<file path="src/verilog/filter_pkg.sv">
package filter_pkg;
    // =========================================================
    // Sizes
    localparam int NPORT = 8;
    localparam int PIDX_W = 3;
    localparam int MAC_W = 48;
    localparam int VLAN_W = 12;
    localparam int AGE_W = 14;
    localparam int COLL_W = 7;
    localparam int BC_W = 16;

    // =========================================================
    // Timing
    localparam int CLK_HZ = 40_000_000;
    localparam int TICK_S = 1;
    localparam int TICK_CYC = CLK_HZ * TICK_S;
    localparam logic [AGE_W-1:0] AGE_MIN_S = 14'h000a;
    localparam logic [AGE_W-1:0] AGE_MAX_S = 14'h270f;
    localparam logic [COLL_W-1:0] COLL_LIMIT = 7'h3d;

    // =========================================================
    // Spanning-tree port states
    localparam logic [1:0] STP_BLOCK = 2'h0;
    localparam logic [1:0] STP_LISTEN = 2'h1;
    localparam logic [1:0] STP_LEARN = 2'h2;
    localparam logic [1:0] STP_FWD = 2'h3;

    // =========================================================
    // Types
    typedef enum logic [3:0] {
        ST_IDLE = 4'h1,
        ST_SCAN = 4'h2,
        ST_DONE = 4'h4,
        ST_AGE = 4'h8
    } state_t;

    typedef struct packed {
        logic [MAC_W-1:0] src;
        logic [MAC_W-1:0] dst;
        logic [PIDX_W-1:0] port;
        logic [VLAN_W-1:0] vlan;
    } frame_t;

    typedef struct packed {
        logic drop;
        logic flood;
        logic [NPORT-1:0] mask;
    } verdict_t;

    typedef struct packed {
        logic valid;
        logic fixed;
        logic [MAC_W-1:0] mac;
        logic [PIDX_W-1:0] port;
        logic [VLAN_W-1:0] vlan;
        logic [AGE_W-1:0] age;
    } entry_t;

    localparam int ENTRY_W = $bits(entry_t);
endpackage

</file>
<file path="src/verilog/table_mem.sv">
module table_mem
    import filter_pkg::*;
#(
    parameter int DEPTH = 16,
    parameter int AW = $clog2(DEPTH)
)(
    // Clock and reset
    input wire logic clk,
    input wire logic nrst,
    // Write port
    input wire logic we,
    input wire logic [AW-1:0] waddr,
    input wire entry_t wdata,
    // Read port
    input wire logic [AW-1:0] raddr,
    output entry_t rdata_ff
);
    entry_t mem [DEPTH];
    logic [DEPTH-1:0] live_ff;
    logic [DEPTH-1:0] nxt_live;
    entry_t nxt_rdata;

    // =========================================================
    // Valid bits reset so the table starts empty
    always_comb
    begin
        nxt_live = live_ff;
        if (we)
        begin
            nxt_live[waddr] = wdata.valid;
        end
        nxt_rdata = mem[raddr];
        nxt_rdata.valid = live_ff[raddr];
    end

    always_ff @(posedge clk)
    begin
        if (we)
        begin
            mem[waddr] <= wdata;
        end
    end

    always_ff @(posedge clk or negedge nrst)
    begin
        if (!nrst)
        begin
            live_ff <= '0;
            rdata_ff <= '0;
        end
        else
        begin
            live_ff <= nxt_live;
            rdata_ff <= nxt_rdata;
        end
    end
endmodule // table_mem

</file>
<file path="src/verilog/address_learning_filter_engine.sv">
// Function
// - Known destination goes only to its learned port.
// - Source addresses are learned with their port as dynamic entries.
// - Dynamic entries older than the aging interval are removed.
// - Aging interval spans 10 to 9999 seconds; management stays inside.
// - Lookup miss floods the frame to all forwarding ports except the arrival port.
// - Destination learned on the arrival port means discard.
// - Source or destination matching a filter entry means discard.
// - Destination in a different VLAN means discard.
// - Ports not forwarding in the spanning tree carry no frames.
// - More than sixty-one collisions partition the port, any speed.
// - Every link toggle raises a link-change event.
// - Learning-to-forwarding or forwarding-to-blocking on a port with port_cfg set raises topology change, unless new root.
// - Becoming spanning-tree root raises a new-root event promptly.
// - Crossing broadcast rising or falling threshold raises a storm event.
module address_learning_filter_engine
    import filter_pkg::*;
#(
    parameter int DEPTH = 16,
    parameter int AW = $clog2(DEPTH),
    parameter int TICK_CYCLES = TICK_CYC
)(
    // Clock and reset
    input wire logic clk,
    input wire logic nrst,
    // Frame lookup
    input wire logic frame_valid,
    input wire frame_t frame,
    output logic frame_ready_ff,
    output logic verdict_valid_ff,
    output verdict_t verdict_ff,
    // Filter entry programming
    input wire logic flt_wr,
    input wire logic [AW-1:0] flt_idx,
    input wire logic [MAC_W-1:0] flt_mac,
    input wire logic [VLAN_W-1:0] flt_vlan,
    input wire logic flt_keep,
    output logic flt_done_ff,
    // Configuration
    input wire logic [AGE_W-1:0] age_secs,
    input wire logic [NPORT-1:0] port_cfg,
    input wire logic [NPORT-1:0][1:0] stp_state,
    input wire logic is_root,
    input wire logic [BC_W-1:0] bc_rise,
    input wire logic [BC_W-1:0] bc_fall,
    // Port status from the MACs
    input wire logic [NPORT-1:0] link_up,
    input wire logic [NPORT-1:0] coll,
    input wire logic [NPORT-1:0] bcast,
    // Events to management
    output logic [NPORT-1:0] partition_ff,
    output logic [NPORT-1:0] part_evt_ff,
    output logic [NPORT-1:0] link_evt_ff,
    output logic topo_evt_ff,
    output logic root_evt_ff,
    output logic [NPORT-1:0] storm_ff,
    output logic [NPORT-1:0] storm_evt_ff
);
    localparam int TW = $clog2(TICK_CYCLES + 1);
    localparam logic [AW-1:0] LAST = AW'(DEPTH - 1);

    function automatic logic [NPORT-1:0] port_bit(input logic [PIDX_W-1:0] p);
        port_bit = '0;
        port_bit[p] = 1'b1;
    endfunction

    // =========================================================
    // Lookup, learning and aging engine
    state_t state_ff, nxt_state;
    logic [AW-1:0] idx_ff, nxt_idx, chk_idx_ff, nxt_chk_idx;
    logic issued_ff, nxt_issued, chk_ff, nxt_chk;
    frame_t fr_ff, nxt_fr;
    logic dst_hit_ff, nxt_dst_hit, dst_fixed_ff, nxt_dst_fixed;
    entry_t dst_ent_ff, nxt_dst_ent;
    logic src_hit_ff, nxt_src_hit, src_fixed_ff, nxt_src_fixed;
    logic [AW-1:0] src_idx_ff, nxt_src_idx, free_idx_ff, nxt_free_idx;
    logic free_ok_ff, nxt_free_ok, age_pend_ff, nxt_pend;
    logic nxt_vvalid, nxt_flt_done;
    verdict_t nxt_verdict;
    logic [AGE_W-1:0] age_lim_ff, nxt_lim;
    logic tick_ff;
    logic we;
    logic [AW-1:0] waddr;
    entry_t wdata, rdata;
    logic [NPORT-1:0] fwd_ports;
    logic last_chk;

    table_mem #(.DEPTH(DEPTH), .AW(AW)) u_table (
        .clk(clk),
        .nrst(nrst),
        .we(we),
        .waddr(waddr),
        .wdata(wdata),
        .raddr(idx_ff),
        .rdata_ff(rdata)
    );

    always_comb
    begin
        for (int p = 0; p < NPORT; p++)
        begin
            fwd_ports[p] = (stp_state[p] == STP_FWD);
        end
        last_chk = chk_ff && (chk_idx_ff == LAST);
        nxt_state = state_ff;
        nxt_idx = idx_ff;
        nxt_issued = issued_ff;
        nxt_chk = 1'b0;
        nxt_chk_idx = idx_ff;
        nxt_fr = fr_ff;
        nxt_dst_hit = dst_hit_ff;
        nxt_dst_fixed = dst_fixed_ff;
        nxt_dst_ent = dst_ent_ff;
        nxt_src_hit = src_hit_ff;
        nxt_src_fixed = src_fixed_ff;
        nxt_src_idx = src_idx_ff;
        nxt_free_ok = free_ok_ff;
        nxt_free_idx = free_idx_ff;
        nxt_pend = age_pend_ff | tick_ff;
        nxt_vvalid = 1'b0;
        nxt_verdict = verdict_ff;
        nxt_flt_done = 1'b0;
        we = 1'b0;
        waddr = chk_idx_ff;
        wdata = rdata;
        // Walk the table one entry per cycle
        if ((state_ff == ST_SCAN || state_ff == ST_AGE) && !issued_ff)
        begin
            nxt_chk = 1'b1;
            if (idx_ff == LAST)
            begin
                nxt_issued = 1'b1;
            end
            else
            begin
                nxt_idx = idx_ff + 1'b1;
            end
        end
        case (state_ff)
            ST_IDLE:
            begin
                nxt_idx = '0;
                nxt_issued = 1'b0;
                if (frame_valid)
                begin
                    nxt_fr = frame;
                    nxt_dst_hit = 1'b0;
                    nxt_dst_fixed = 1'b0;
                    nxt_src_hit = 1'b0;
                    nxt_src_fixed = 1'b0;
                    nxt_free_ok = 1'b0;
                    nxt_state = ST_SCAN;
                end
                else if (flt_wr)
                begin
                    we = 1'b1;
                    waddr = flt_idx;
                    wdata.valid = flt_keep;
                    wdata.fixed = 1'b1;
                    wdata.mac = flt_mac;
                    wdata.port = '0;
                    wdata.vlan = flt_vlan;
                    wdata.age = '0;
                    nxt_flt_done = 1'b1;
                end
                else if (age_pend_ff)
                begin
                    nxt_pend = tick_ff;
                    nxt_state = ST_AGE;
                end
            end
            ST_SCAN:
            begin
                if (chk_ff && rdata.valid)
                begin
                    if (rdata.mac == fr_ff.dst)
                    begin
                        if (rdata.fixed)
                        begin
                            nxt_dst_fixed = 1'b1;
                        end
                        else
                        begin
                            nxt_dst_hit = 1'b1;
                            nxt_dst_ent = rdata;
                        end
                    end
                    if (rdata.mac == fr_ff.src)
                    begin
                        if (rdata.fixed)
                        begin
                            nxt_src_fixed = 1'b1;
                        end
                        else
                        begin
                            nxt_src_hit = 1'b1;
                            nxt_src_idx = chk_idx_ff;
                        end
                    end
                end
                if (chk_ff && !rdata.valid && !free_ok_ff)
                begin
                    nxt_free_ok = 1'b1;
                    nxt_free_idx = chk_idx_ff;
                end
                if (last_chk)
                begin
                    nxt_state = ST_DONE;
                end
            end
            ST_DONE:
            begin
                nxt_vvalid = 1'b1;
                nxt_verdict = '0;
                nxt_verdict.drop = 1'b1;
                if (src_fixed_ff || dst_fixed_ff)
                begin
                    nxt_verdict.drop = 1'b1;
                end
                else if (!fwd_ports[fr_ff.port])
                begin
                    nxt_verdict.drop = 1'b1;
                end
                else if (dst_hit_ff)
                begin
                    if (dst_ent_ff.port != fr_ff.port && dst_ent_ff.vlan == fr_ff.vlan
                        && fwd_ports[dst_ent_ff.port])
                    begin
                        nxt_verdict.drop = 1'b0;
                        nxt_verdict.mask = port_bit(dst_ent_ff.port);
                    end
                end
                else
                begin
                    nxt_verdict.drop = 1'b0;
                    nxt_verdict.flood = 1'b1;
                    nxt_verdict.mask = fwd_ports & ~port_bit(fr_ff.port);
                end
                // Learn or refresh the sender; filter entries stay untouched
                if ((stp_state[fr_ff.port] == STP_LEARN || fwd_ports[fr_ff.port])
                    && !src_fixed_ff && (src_hit_ff || free_ok_ff))
                begin
                    we = 1'b1;
                    waddr = src_hit_ff ? src_idx_ff : free_idx_ff;
                    wdata.valid = 1'b1;
                    wdata.fixed = 1'b0;
                    wdata.mac = fr_ff.src;
                    wdata.port = fr_ff.port;
                    wdata.vlan = fr_ff.vlan;
                    wdata.age = '0;
                end
                nxt_state = ST_IDLE;
            end
            ST_AGE:
            begin
                if (chk_ff && rdata.valid && !rdata.fixed)
                begin
                    we = 1'b1;
                    wdata.age = rdata.age + 1'b1;
                    if (rdata.age >= age_lim_ff)
                    begin
                        wdata.valid = 1'b0;
                    end
                end
                if (last_chk)
                begin
                    nxt_state = ST_IDLE;
                end
            end
            default:
            begin
                nxt_state = ST_IDLE;
            end
        endcase
    end

    always_ff @(posedge clk or negedge nrst)
    begin
        if (!nrst)
        begin
            state_ff <= ST_IDLE;
            frame_ready_ff <= 1'b1;
            idx_ff <= '0;
            issued_ff <= 1'b0;
            chk_ff <= 1'b0;
            chk_idx_ff <= '0;
            fr_ff <= '0;
            dst_hit_ff <= 1'b0;
            dst_fixed_ff <= 1'b0;
            dst_ent_ff <= '0;
            src_hit_ff <= 1'b0;
            src_fixed_ff <= 1'b0;
            src_idx_ff <= '0;
            free_ok_ff <= 1'b0;
            free_idx_ff <= '0;
            age_pend_ff <= 1'b0;
            verdict_valid_ff <= 1'b0;
            verdict_ff <= '0;
            flt_done_ff <= 1'b0;
        end
        else
        begin
            state_ff <= nxt_state;
            frame_ready_ff <= (nxt_state == ST_IDLE);
            idx_ff <= nxt_idx;
            issued_ff <= nxt_issued;
            chk_ff <= nxt_chk;
            chk_idx_ff <= nxt_chk_idx;
            fr_ff <= nxt_fr;
            dst_hit_ff <= nxt_dst_hit;
            dst_fixed_ff <= nxt_dst_fixed;
            dst_ent_ff <= nxt_dst_ent;
            src_hit_ff <= nxt_src_hit;
            src_fixed_ff <= nxt_src_fixed;
            src_idx_ff <= nxt_src_idx;
            free_ok_ff <= nxt_free_ok;
            free_idx_ff <= nxt_free_idx;
            age_pend_ff <= nxt_pend;
            verdict_valid_ff <= nxt_vvalid;
            verdict_ff <= nxt_verdict;
            flt_done_ff <= nxt_flt_done;
        end
    end

    // =========================================================
    // Tick, aging limit and port events
    logic [TW-1:0] tick_cnt_ff, nxt_tick_cnt;
    logic nxt_tick, root_q_ff, nxt_topo, nxt_root_evt;
    logic [NPORT-1:0] link_q_ff, nxt_part, nxt_part_evt, nxt_link_evt, nxt_storm, nxt_storm_evt;
    logic [NPORT-1:0][1:0] stp_q_ff;
    logic [NPORT-1:0][COLL_W-1:0] coll_cnt_ff, nxt_coll_cnt;
    logic [NPORT-1:0][BC_W-1:0] bc_cnt_ff, nxt_bc_cnt;

    always_comb
    begin
        nxt_tick = (tick_cnt_ff == TW'(TICK_CYCLES - 1));
        nxt_tick_cnt = nxt_tick ? '0 : tick_cnt_ff + 1'b1;
        nxt_lim = age_secs;
        if (age_secs < AGE_MIN_S)
        begin
            nxt_lim = AGE_MIN_S;
        end
        else if (age_secs > AGE_MAX_S)
        begin
            nxt_lim = AGE_MAX_S;
        end
        nxt_root_evt = is_root && !root_q_ff;
        nxt_topo = 1'b0;
        for (int p = 0; p < NPORT; p++)
        begin
            nxt_link_evt[p] = link_up[p] != link_q_ff[p];
            if (port_cfg[p] && ((stp_q_ff[p] == STP_LEARN && stp_state[p] == STP_FWD)
                || (stp_q_ff[p] == STP_FWD && stp_state[p] == STP_BLOCK)))
            begin
                nxt_topo = !nxt_root_evt;
            end
            nxt_coll_cnt[p] = coll_cnt_ff[p];
            nxt_part[p] = partition_ff[p];
            nxt_part_evt[p] = 1'b0;
            if (!link_up[p])
            begin
                nxt_coll_cnt[p] = '0;
                nxt_part[p] = 1'b0;
            end
            else if (coll[p] && !partition_ff[p])
            begin
                nxt_coll_cnt[p] = coll_cnt_ff[p] + 1'b1;
                if (coll_cnt_ff[p] >= COLL_LIMIT)
                begin
                    nxt_part[p] = 1'b1;
                    nxt_part_evt[p] = 1'b1;
                end
            end
            nxt_bc_cnt[p] = (bcast[p] && bc_cnt_ff[p] != '1) ? bc_cnt_ff[p] + 1'b1 : bc_cnt_ff[p];
            nxt_storm[p] = storm_ff[p];
            nxt_storm_evt[p] = 1'b0;
            if (tick_ff)
            begin
                nxt_bc_cnt[p] = '0;
                if (!storm_ff[p] && bc_cnt_ff[p] >= bc_rise)
                begin
                    nxt_storm[p] = 1'b1;
                    nxt_storm_evt[p] = 1'b1;
                end
                else if (storm_ff[p] && bc_cnt_ff[p] <= bc_fall)
                begin
                    nxt_storm[p] = 1'b0;
                    nxt_storm_evt[p] = 1'b1;
                end
            end
        end
    end

    always_ff @(posedge clk or negedge nrst)
    begin
        if (!nrst)
        begin
            tick_cnt_ff <= '0;
            tick_ff <= 1'b0;
            age_lim_ff <= AGE_MIN_S;
            root_q_ff <= 1'b0;
            link_q_ff <= '0;
            stp_q_ff <= '0;
            coll_cnt_ff <= '0;
            bc_cnt_ff <= '0;
            partition_ff <= '0;
            part_evt_ff <= '0;
            link_evt_ff <= '0;
            topo_evt_ff <= 1'b0;
            root_evt_ff <= 1'b0;
            storm_ff <= '0;
            storm_evt_ff <= '0;
        end
        else
        begin
            tick_cnt_ff <= nxt_tick_cnt;
            tick_ff <= nxt_tick;
            age_lim_ff <= nxt_lim;
            root_q_ff <= is_root;
            link_q_ff <= link_up;
            stp_q_ff <= stp_state;
            coll_cnt_ff <= nxt_coll_cnt;
            bc_cnt_ff <= nxt_bc_cnt;
            partition_ff <= nxt_part;
            part_evt_ff <= nxt_part_evt;
            link_evt_ff <= nxt_link_evt;
            topo_evt_ff <= nxt_topo;
            root_evt_ff <= nxt_root_evt;
            storm_ff <= nxt_storm;
            storm_evt_ff <= nxt_storm_evt;
        end
    end

    // =========================================================
    // Checks
    unicast_onehot_a: assert property (@(posedge clk) disable iff (!nrst)
        verdict_valid_ff && !verdict_ff.drop && !verdict_ff.flood |-> $onehot(verdict_ff.mask))
        else $error("unicast verdict not one port");
    flood_excl_a: assert property (@(posedge clk) disable iff (!nrst)
        verdict_valid_ff && verdict_ff.flood |-> (verdict_ff.mask & port_bit(fr_ff.port)) == '0)
        else $error("flood includes ingress port");
    same_port_a: assert property (@(posedge clk) disable iff (!nrst)
        state_ff == ST_DONE && dst_hit_ff && dst_ent_ff.port == fr_ff.port |=> verdict_ff.drop)
        else $error("same-port frame forwarded");
    filter_drop_a: assert property (@(posedge clk) disable iff (!nrst)
        state_ff == ST_DONE && (src_fixed_ff || dst_fixed_ff) |=> verdict_valid_ff && verdict_ff.drop)
        else $error("filtered address forwarded");
    stp_block_a: assert property (@(posedge clk) disable iff (!nrst)
        verdict_valid_ff |-> (verdict_ff.mask & ~$past(fwd_ports)) == '0)
        else $error("frame sent to blocked port");
    age_range_a: assert property (@(posedge clk) disable iff (!nrst)
        age_lim_ff >= AGE_MIN_S && age_lim_ff <= AGE_MAX_S)
        else $error("aging limit out of range");
    partition_a: assert property (@(posedge clk) disable iff (!nrst)
        $rose(partition_ff[0]) |-> part_evt_ff[0] && $past(coll_cnt_ff[0]) == COLL_LIMIT)
        else $error("partition at wrong count");
    link_evt_a: assert property (@(posedge clk) disable iff (!nrst)
        link_up[0] != $past(link_up[0]) |=> link_evt_ff[0])
        else $error("link toggle without event");
    root_evt_a: assert property (@(posedge clk) disable iff (!nrst)
        $rose(is_root) |=> root_evt_ff ##1 !root_evt_ff)
        else $error("new root event missing");
    topo_root_a: assert property (@(posedge clk) disable iff (!nrst)
        $rose(is_root) |=> !topo_evt_ff)
        else $error("topology event with new root");
    storm_evt_a: assert property (@(posedge clk) disable iff (!nrst)
        storm_evt_ff[0] |-> storm_ff[0] != $past(storm_ff[0]) && $past(tick_ff))
        else $error("storm event without crossing");
endmodule // address_learning_filter_engine

</file>
<file path="config.mk">
export PLATFORM = sky130hd
export DESIGN_NAME = address_learning_filter_engine
export DESIGN_NICKNAME = d
export VERILOG_FILES = /design/src/verilog/filter_pkg.sv /design/src/verilog/table_mem.sv /design/src/verilog/address_learning_filter_engine.sv
export SDC_FILE = /design/constraint.sdc
export NUM_CORES = 2
export LEC_CHECK = 0
export BUFFER_PORTS_ARGS = -buffer_cell sky130_fd_sc_hd__buf_4
export CAP_MARGIN = 20
export CORE_ASPECT_RATIO = 0.6
export CORE_MARGIN = 2
export CORE_UTILIZATION = 35
export DETAILED_ROUTE_END_ITERATION = 10
export RECOVER_POWER = 100
export SYNTH_ARGS = -nofsm -noshare
export SYNTH_HDL_FRONTEND = slang
export SYNTH_HIERARCHICAL = 1
export SYNTH_SLANG_ARGS = --single-unit
</file>
<file path="constraint.sdc">
create_clock -name clk -period 9.9 [get_ports clk]
set_input_delay 0.495 -clock clk [delete_from_list [all_inputs] [get_ports clk]]
set_output_delay 0.495 -clock clk [all_outputs]
set_load 0.01 [all_outputs]
</file>
==> summary.txt <==
Final Non-Filler Cells: 8823
Wire per inst: 24.9 µm
CP max stage delay: 2.75 ns
Die Wd: 613 µm
CTS root buf: clkbuf_16
RSZ-0062 raised after global routing: false
Worst path bufs/invs: 3
Vias in the first global route: 46.6k
Slowest stage cell, crit path: clkbuf_1
Final Core Density: 0.409
Clk_lat worst skew: 0.84 ns
First-pass GRT wire length: 319000 µm
Final HPWL DP: 139000 µm
Worst-Margin Slew: 6.98 ns
Starting density of the core: 0.351
Most frequent cells in the layout: edfxtp_1, nand2_1, dfrtp_1, mux4_2, ha_1
Post-placement cell area: 84100 µm²
Initial antenna violation count: 5
DR vias/cell: 5.35
Rows: 134
Clock transition at path regs: 0.06 ns
Pleak: 34.3 nW
Ys async rst share: 0.307
Die area: 227000 µm²
TritonRoute pass-1 iters: 5
Slew HR: -3.65
Power density cells: 250 nW/µm²
Filler cell count: 20.3k
Final min period: 7.96 ns
Status: complete, but fails checks
CTS Buffer Depth: 4
Post-route cell area: 90800 µm²
Post_cts resized: 0
Clock Skews: 0.0640 ns
CP Capture Type: register
H-tree level count: 4
Register area: 51300 µm²
Yosys Warn Count: 6
WP data arrival: 8.32 ns
Chip height: 370 µm
Routability Congestion: 0.817
DRT Wirelength: 220000 µm
Multi-input logic area: 25300 µm²
CP Class: reg -> reg
Slew Limit Fails: 1157
Nets: 6270
Placed insts: 8356
Synthesized area per cell: 15.1 µm²
Final ANT Viol Nets: 0
Num CTS Buffers: 171
Number of enable flip-flop cells after synthesis: 1248
Post-synthesis cell area: 78000 µm²
Synth Instances: 5172
Post-CTS Hold Buffers: 155
1st-iter DRT viols: 5212
Post-synthesis sequential area ratio: 0.658
Layout cells sized above 1: 0.164
Yosys top cell area share: 0.480
Clk sink count: 1802
Number of buffers added on ports: 329
Worst Path Required: 10.26 ns
# IOs: 330
VDD IR max: 136 µV
Commonest non-fill, non-tap cell in the layout: edfxtp_1
Synth Register Bits: 1802
Final setup violation count: 0
DRC viols: 0
Failing checks: capacitance limit, slew limit
Top cells by area, synth: edfxtp_1, dfrtp_1, mux4_2
Area growth syn-to-layout: 16.4%
CP Cell Sequence: nor2b_1, and3_1, clkbuf_1, a22oi_1, nand2_1, nand3_1, nor3_1, buf_4, clkbuf_2
CTS tree: built
Worst-path maximum fanout: 56
Total power: 22.7 mW
Yosys cell types: 73
Vias: 47.2k
Fmax: 0.126 GHz
Final Hold Vio Count: 0
# Max-Cap Violations: 26
Worst hold path type: in -> reg
Largest net degree at the start of global routing: 141
Setup TNS: 0 ns
Synth area leader: edfxtp_1
Final worst-path cycle share: 0.804
Mapped Nets: 5744
GRT Total Usage: 0.191
Crit start category: register
Core footprint: 222000 µm²
CP delay by family, top: buffers and inverters
Total gr overflow: 0
Setup Buffers After CTS: 0
Ys flop type: edfxtp_1
-- logic make-up (layout without fill, tap and decap cells) --
logic type | Yosys count | in the layout | share of synthesized area
compound gates | 690 | 690 | 0.0608
fa+ha+maj | 297 | 297 | 0.0476
xor+xnor | 275 | 275 | 0.0309
simple gates | 1421 | 1421 | 0.0841
flops | 1802 | 1802 | 0.658
buf+inv | 314 | 972 | 0.0186
mux | 373 | 373 | 0.0998
other cells | 0 | 1 | 0
-- flip-flops by register name, indices dropped and copies added, names as in the netlist, 10 cells and up --
register          count
u_table/rdata_ff     79
age_lim_ff           14
fr_ff               111
stp_q_ff             16
tick_cnt_ff          26
dst_ent_ff           15
u_table/live_ff      16
coll_cnt_ff          56
verdict_ff           10
u_table/mem        1248
bc_cnt_ff           128
-- layer usage --
metal	vias to the layer above	GRT usage	routed length [µm]
li1	20800	-	-
met1	24300	0.273	96800
met2	1714	0.301	102000
met3	311	0.0315	15000
met4	0	0.0522	6110
met5	-	0	0
-- power by group --
| group | internal (mW) | switching (mW) | total, mW | leakage, nW |
|---|---|---|---|---|
| Sequential | 9.89 | 0.993 | 10.9 | 18.3 |
| Clock | 3.89 | 2.91 | 6.80 | 2.78 |
| Combinational | 1.87 | 3.16 | 5.02 | 13.2 |
| Total | 15.6 | 7.06 | 22.7 | 34.3 |
-- worst reg2reg max path: cells and delay by family (launching register included) --
family	cells	cell delay [ns]
buffers and inverters	3	4.67
AOI/OAI and AO/OA	1	0.50
DFF	1	0.64
and+or+nand+nor	5	1.66
-- cells in the mapped netlist (7+ instances only) --
| library cell | number |
|---|---|
| and3_1 | 32 |
| a31oi_1 | 29 |
| and2_1 | 48 |
| buf_2 | 32 |
| dfrtp_1 | 550 |
| and4_1 | 29 |
| a211oi_1 | 30 |
| inv_1 | 100 |
| nor3_1 | 45 |
| a21o_1 | 73 |
| buf_1 | 19 |
| ha_1 | 297 |
| buf_4 | 9 |
| nor4_1 | 27 |
| nand3_1 | 83 |
| mux4_2 | 319 |
| mux2i_1 | 10 |
| xnor2_1 | 101 |
| xor2_1 | 174 |
| nor2b_1 | 33 |
| o21a_1 | 12 |
| nor2_1 | 222 |
| o31a_1 | 8 |
| or3_1 | 32 |
| o21ai_0 | 93 |
| nand4_1 | 118 |
| o21bai_1 | 7 |
| a21oi_1 | 113 |
| mux2_2 | 43 |
| edfxtp_1 | 1248 |
| o211a_1 | 16 |
| or2_2 | 7 |
| nand2_1 | 699 |
| clkbuf_1 | 127 |
| buf_6 | 26 |
| a21boi_0 | 19 |
| nand2b_1 | 21 |
| o211ai_1 | 9 |
| a22oi_1 | 223 |
| o31ai_1 | 14 |
-- worst paths after layout --
kind | startpoint | end | slack [ns] | cells past startpoint
max in group asynchronous | nrst | link_q_ff[6]$_DFF_PN0_ | 4.60 | 4
max | state_ff[0]$_DFF_PN1_ | u_table/mem[12][76]$_DFFE_PP_ | 1.94 | 9
min | frame[90] | fr_ff[90]$_DFFE_PN0P_ | 0.07 | 3
max reg2reg | state_ff[0]$_DFF_PN1_ | u_table/mem[12][76]$_DFFE_PP_ | 1.94 | 9
min in group asynchronous | nrst | bc_cnt_ff[8]$_DFFE_PN0P_ | 1.76 | 2
min reg2reg | root_q_ff$_DFF_PN0_ | root_evt_ff$_DFF_PN0_ | 0.42 | 1
-- stage by stage --
stage / hold slack [ns] / setup WS (ns)
2_1_floorplan: 0.199 / 1.18
3_3_place_gp: 0.407 / 3.70
3_5_place_dp: 0.410 / 3.73
4_1_cts: 0.0151 / 3.67
5_1_grt: 0.0316 / 1.74
6_report: 0.0674 / 1.94
-- layout make-up --
cell class	count	share of cell area
Antenna cell	1	0.0000276
Clock buffer	216	0.0517
Timing Repair Buffer	566	0.0478
Inverter	101	0.00417
Clock inverter	89	0.0109
Multi-Input combinational cell	3056	0.279
Tap cell	2992	0.0412
Sequential cell	1802	0.565
No activity file was read; power rests on OpenSTA's default activity.
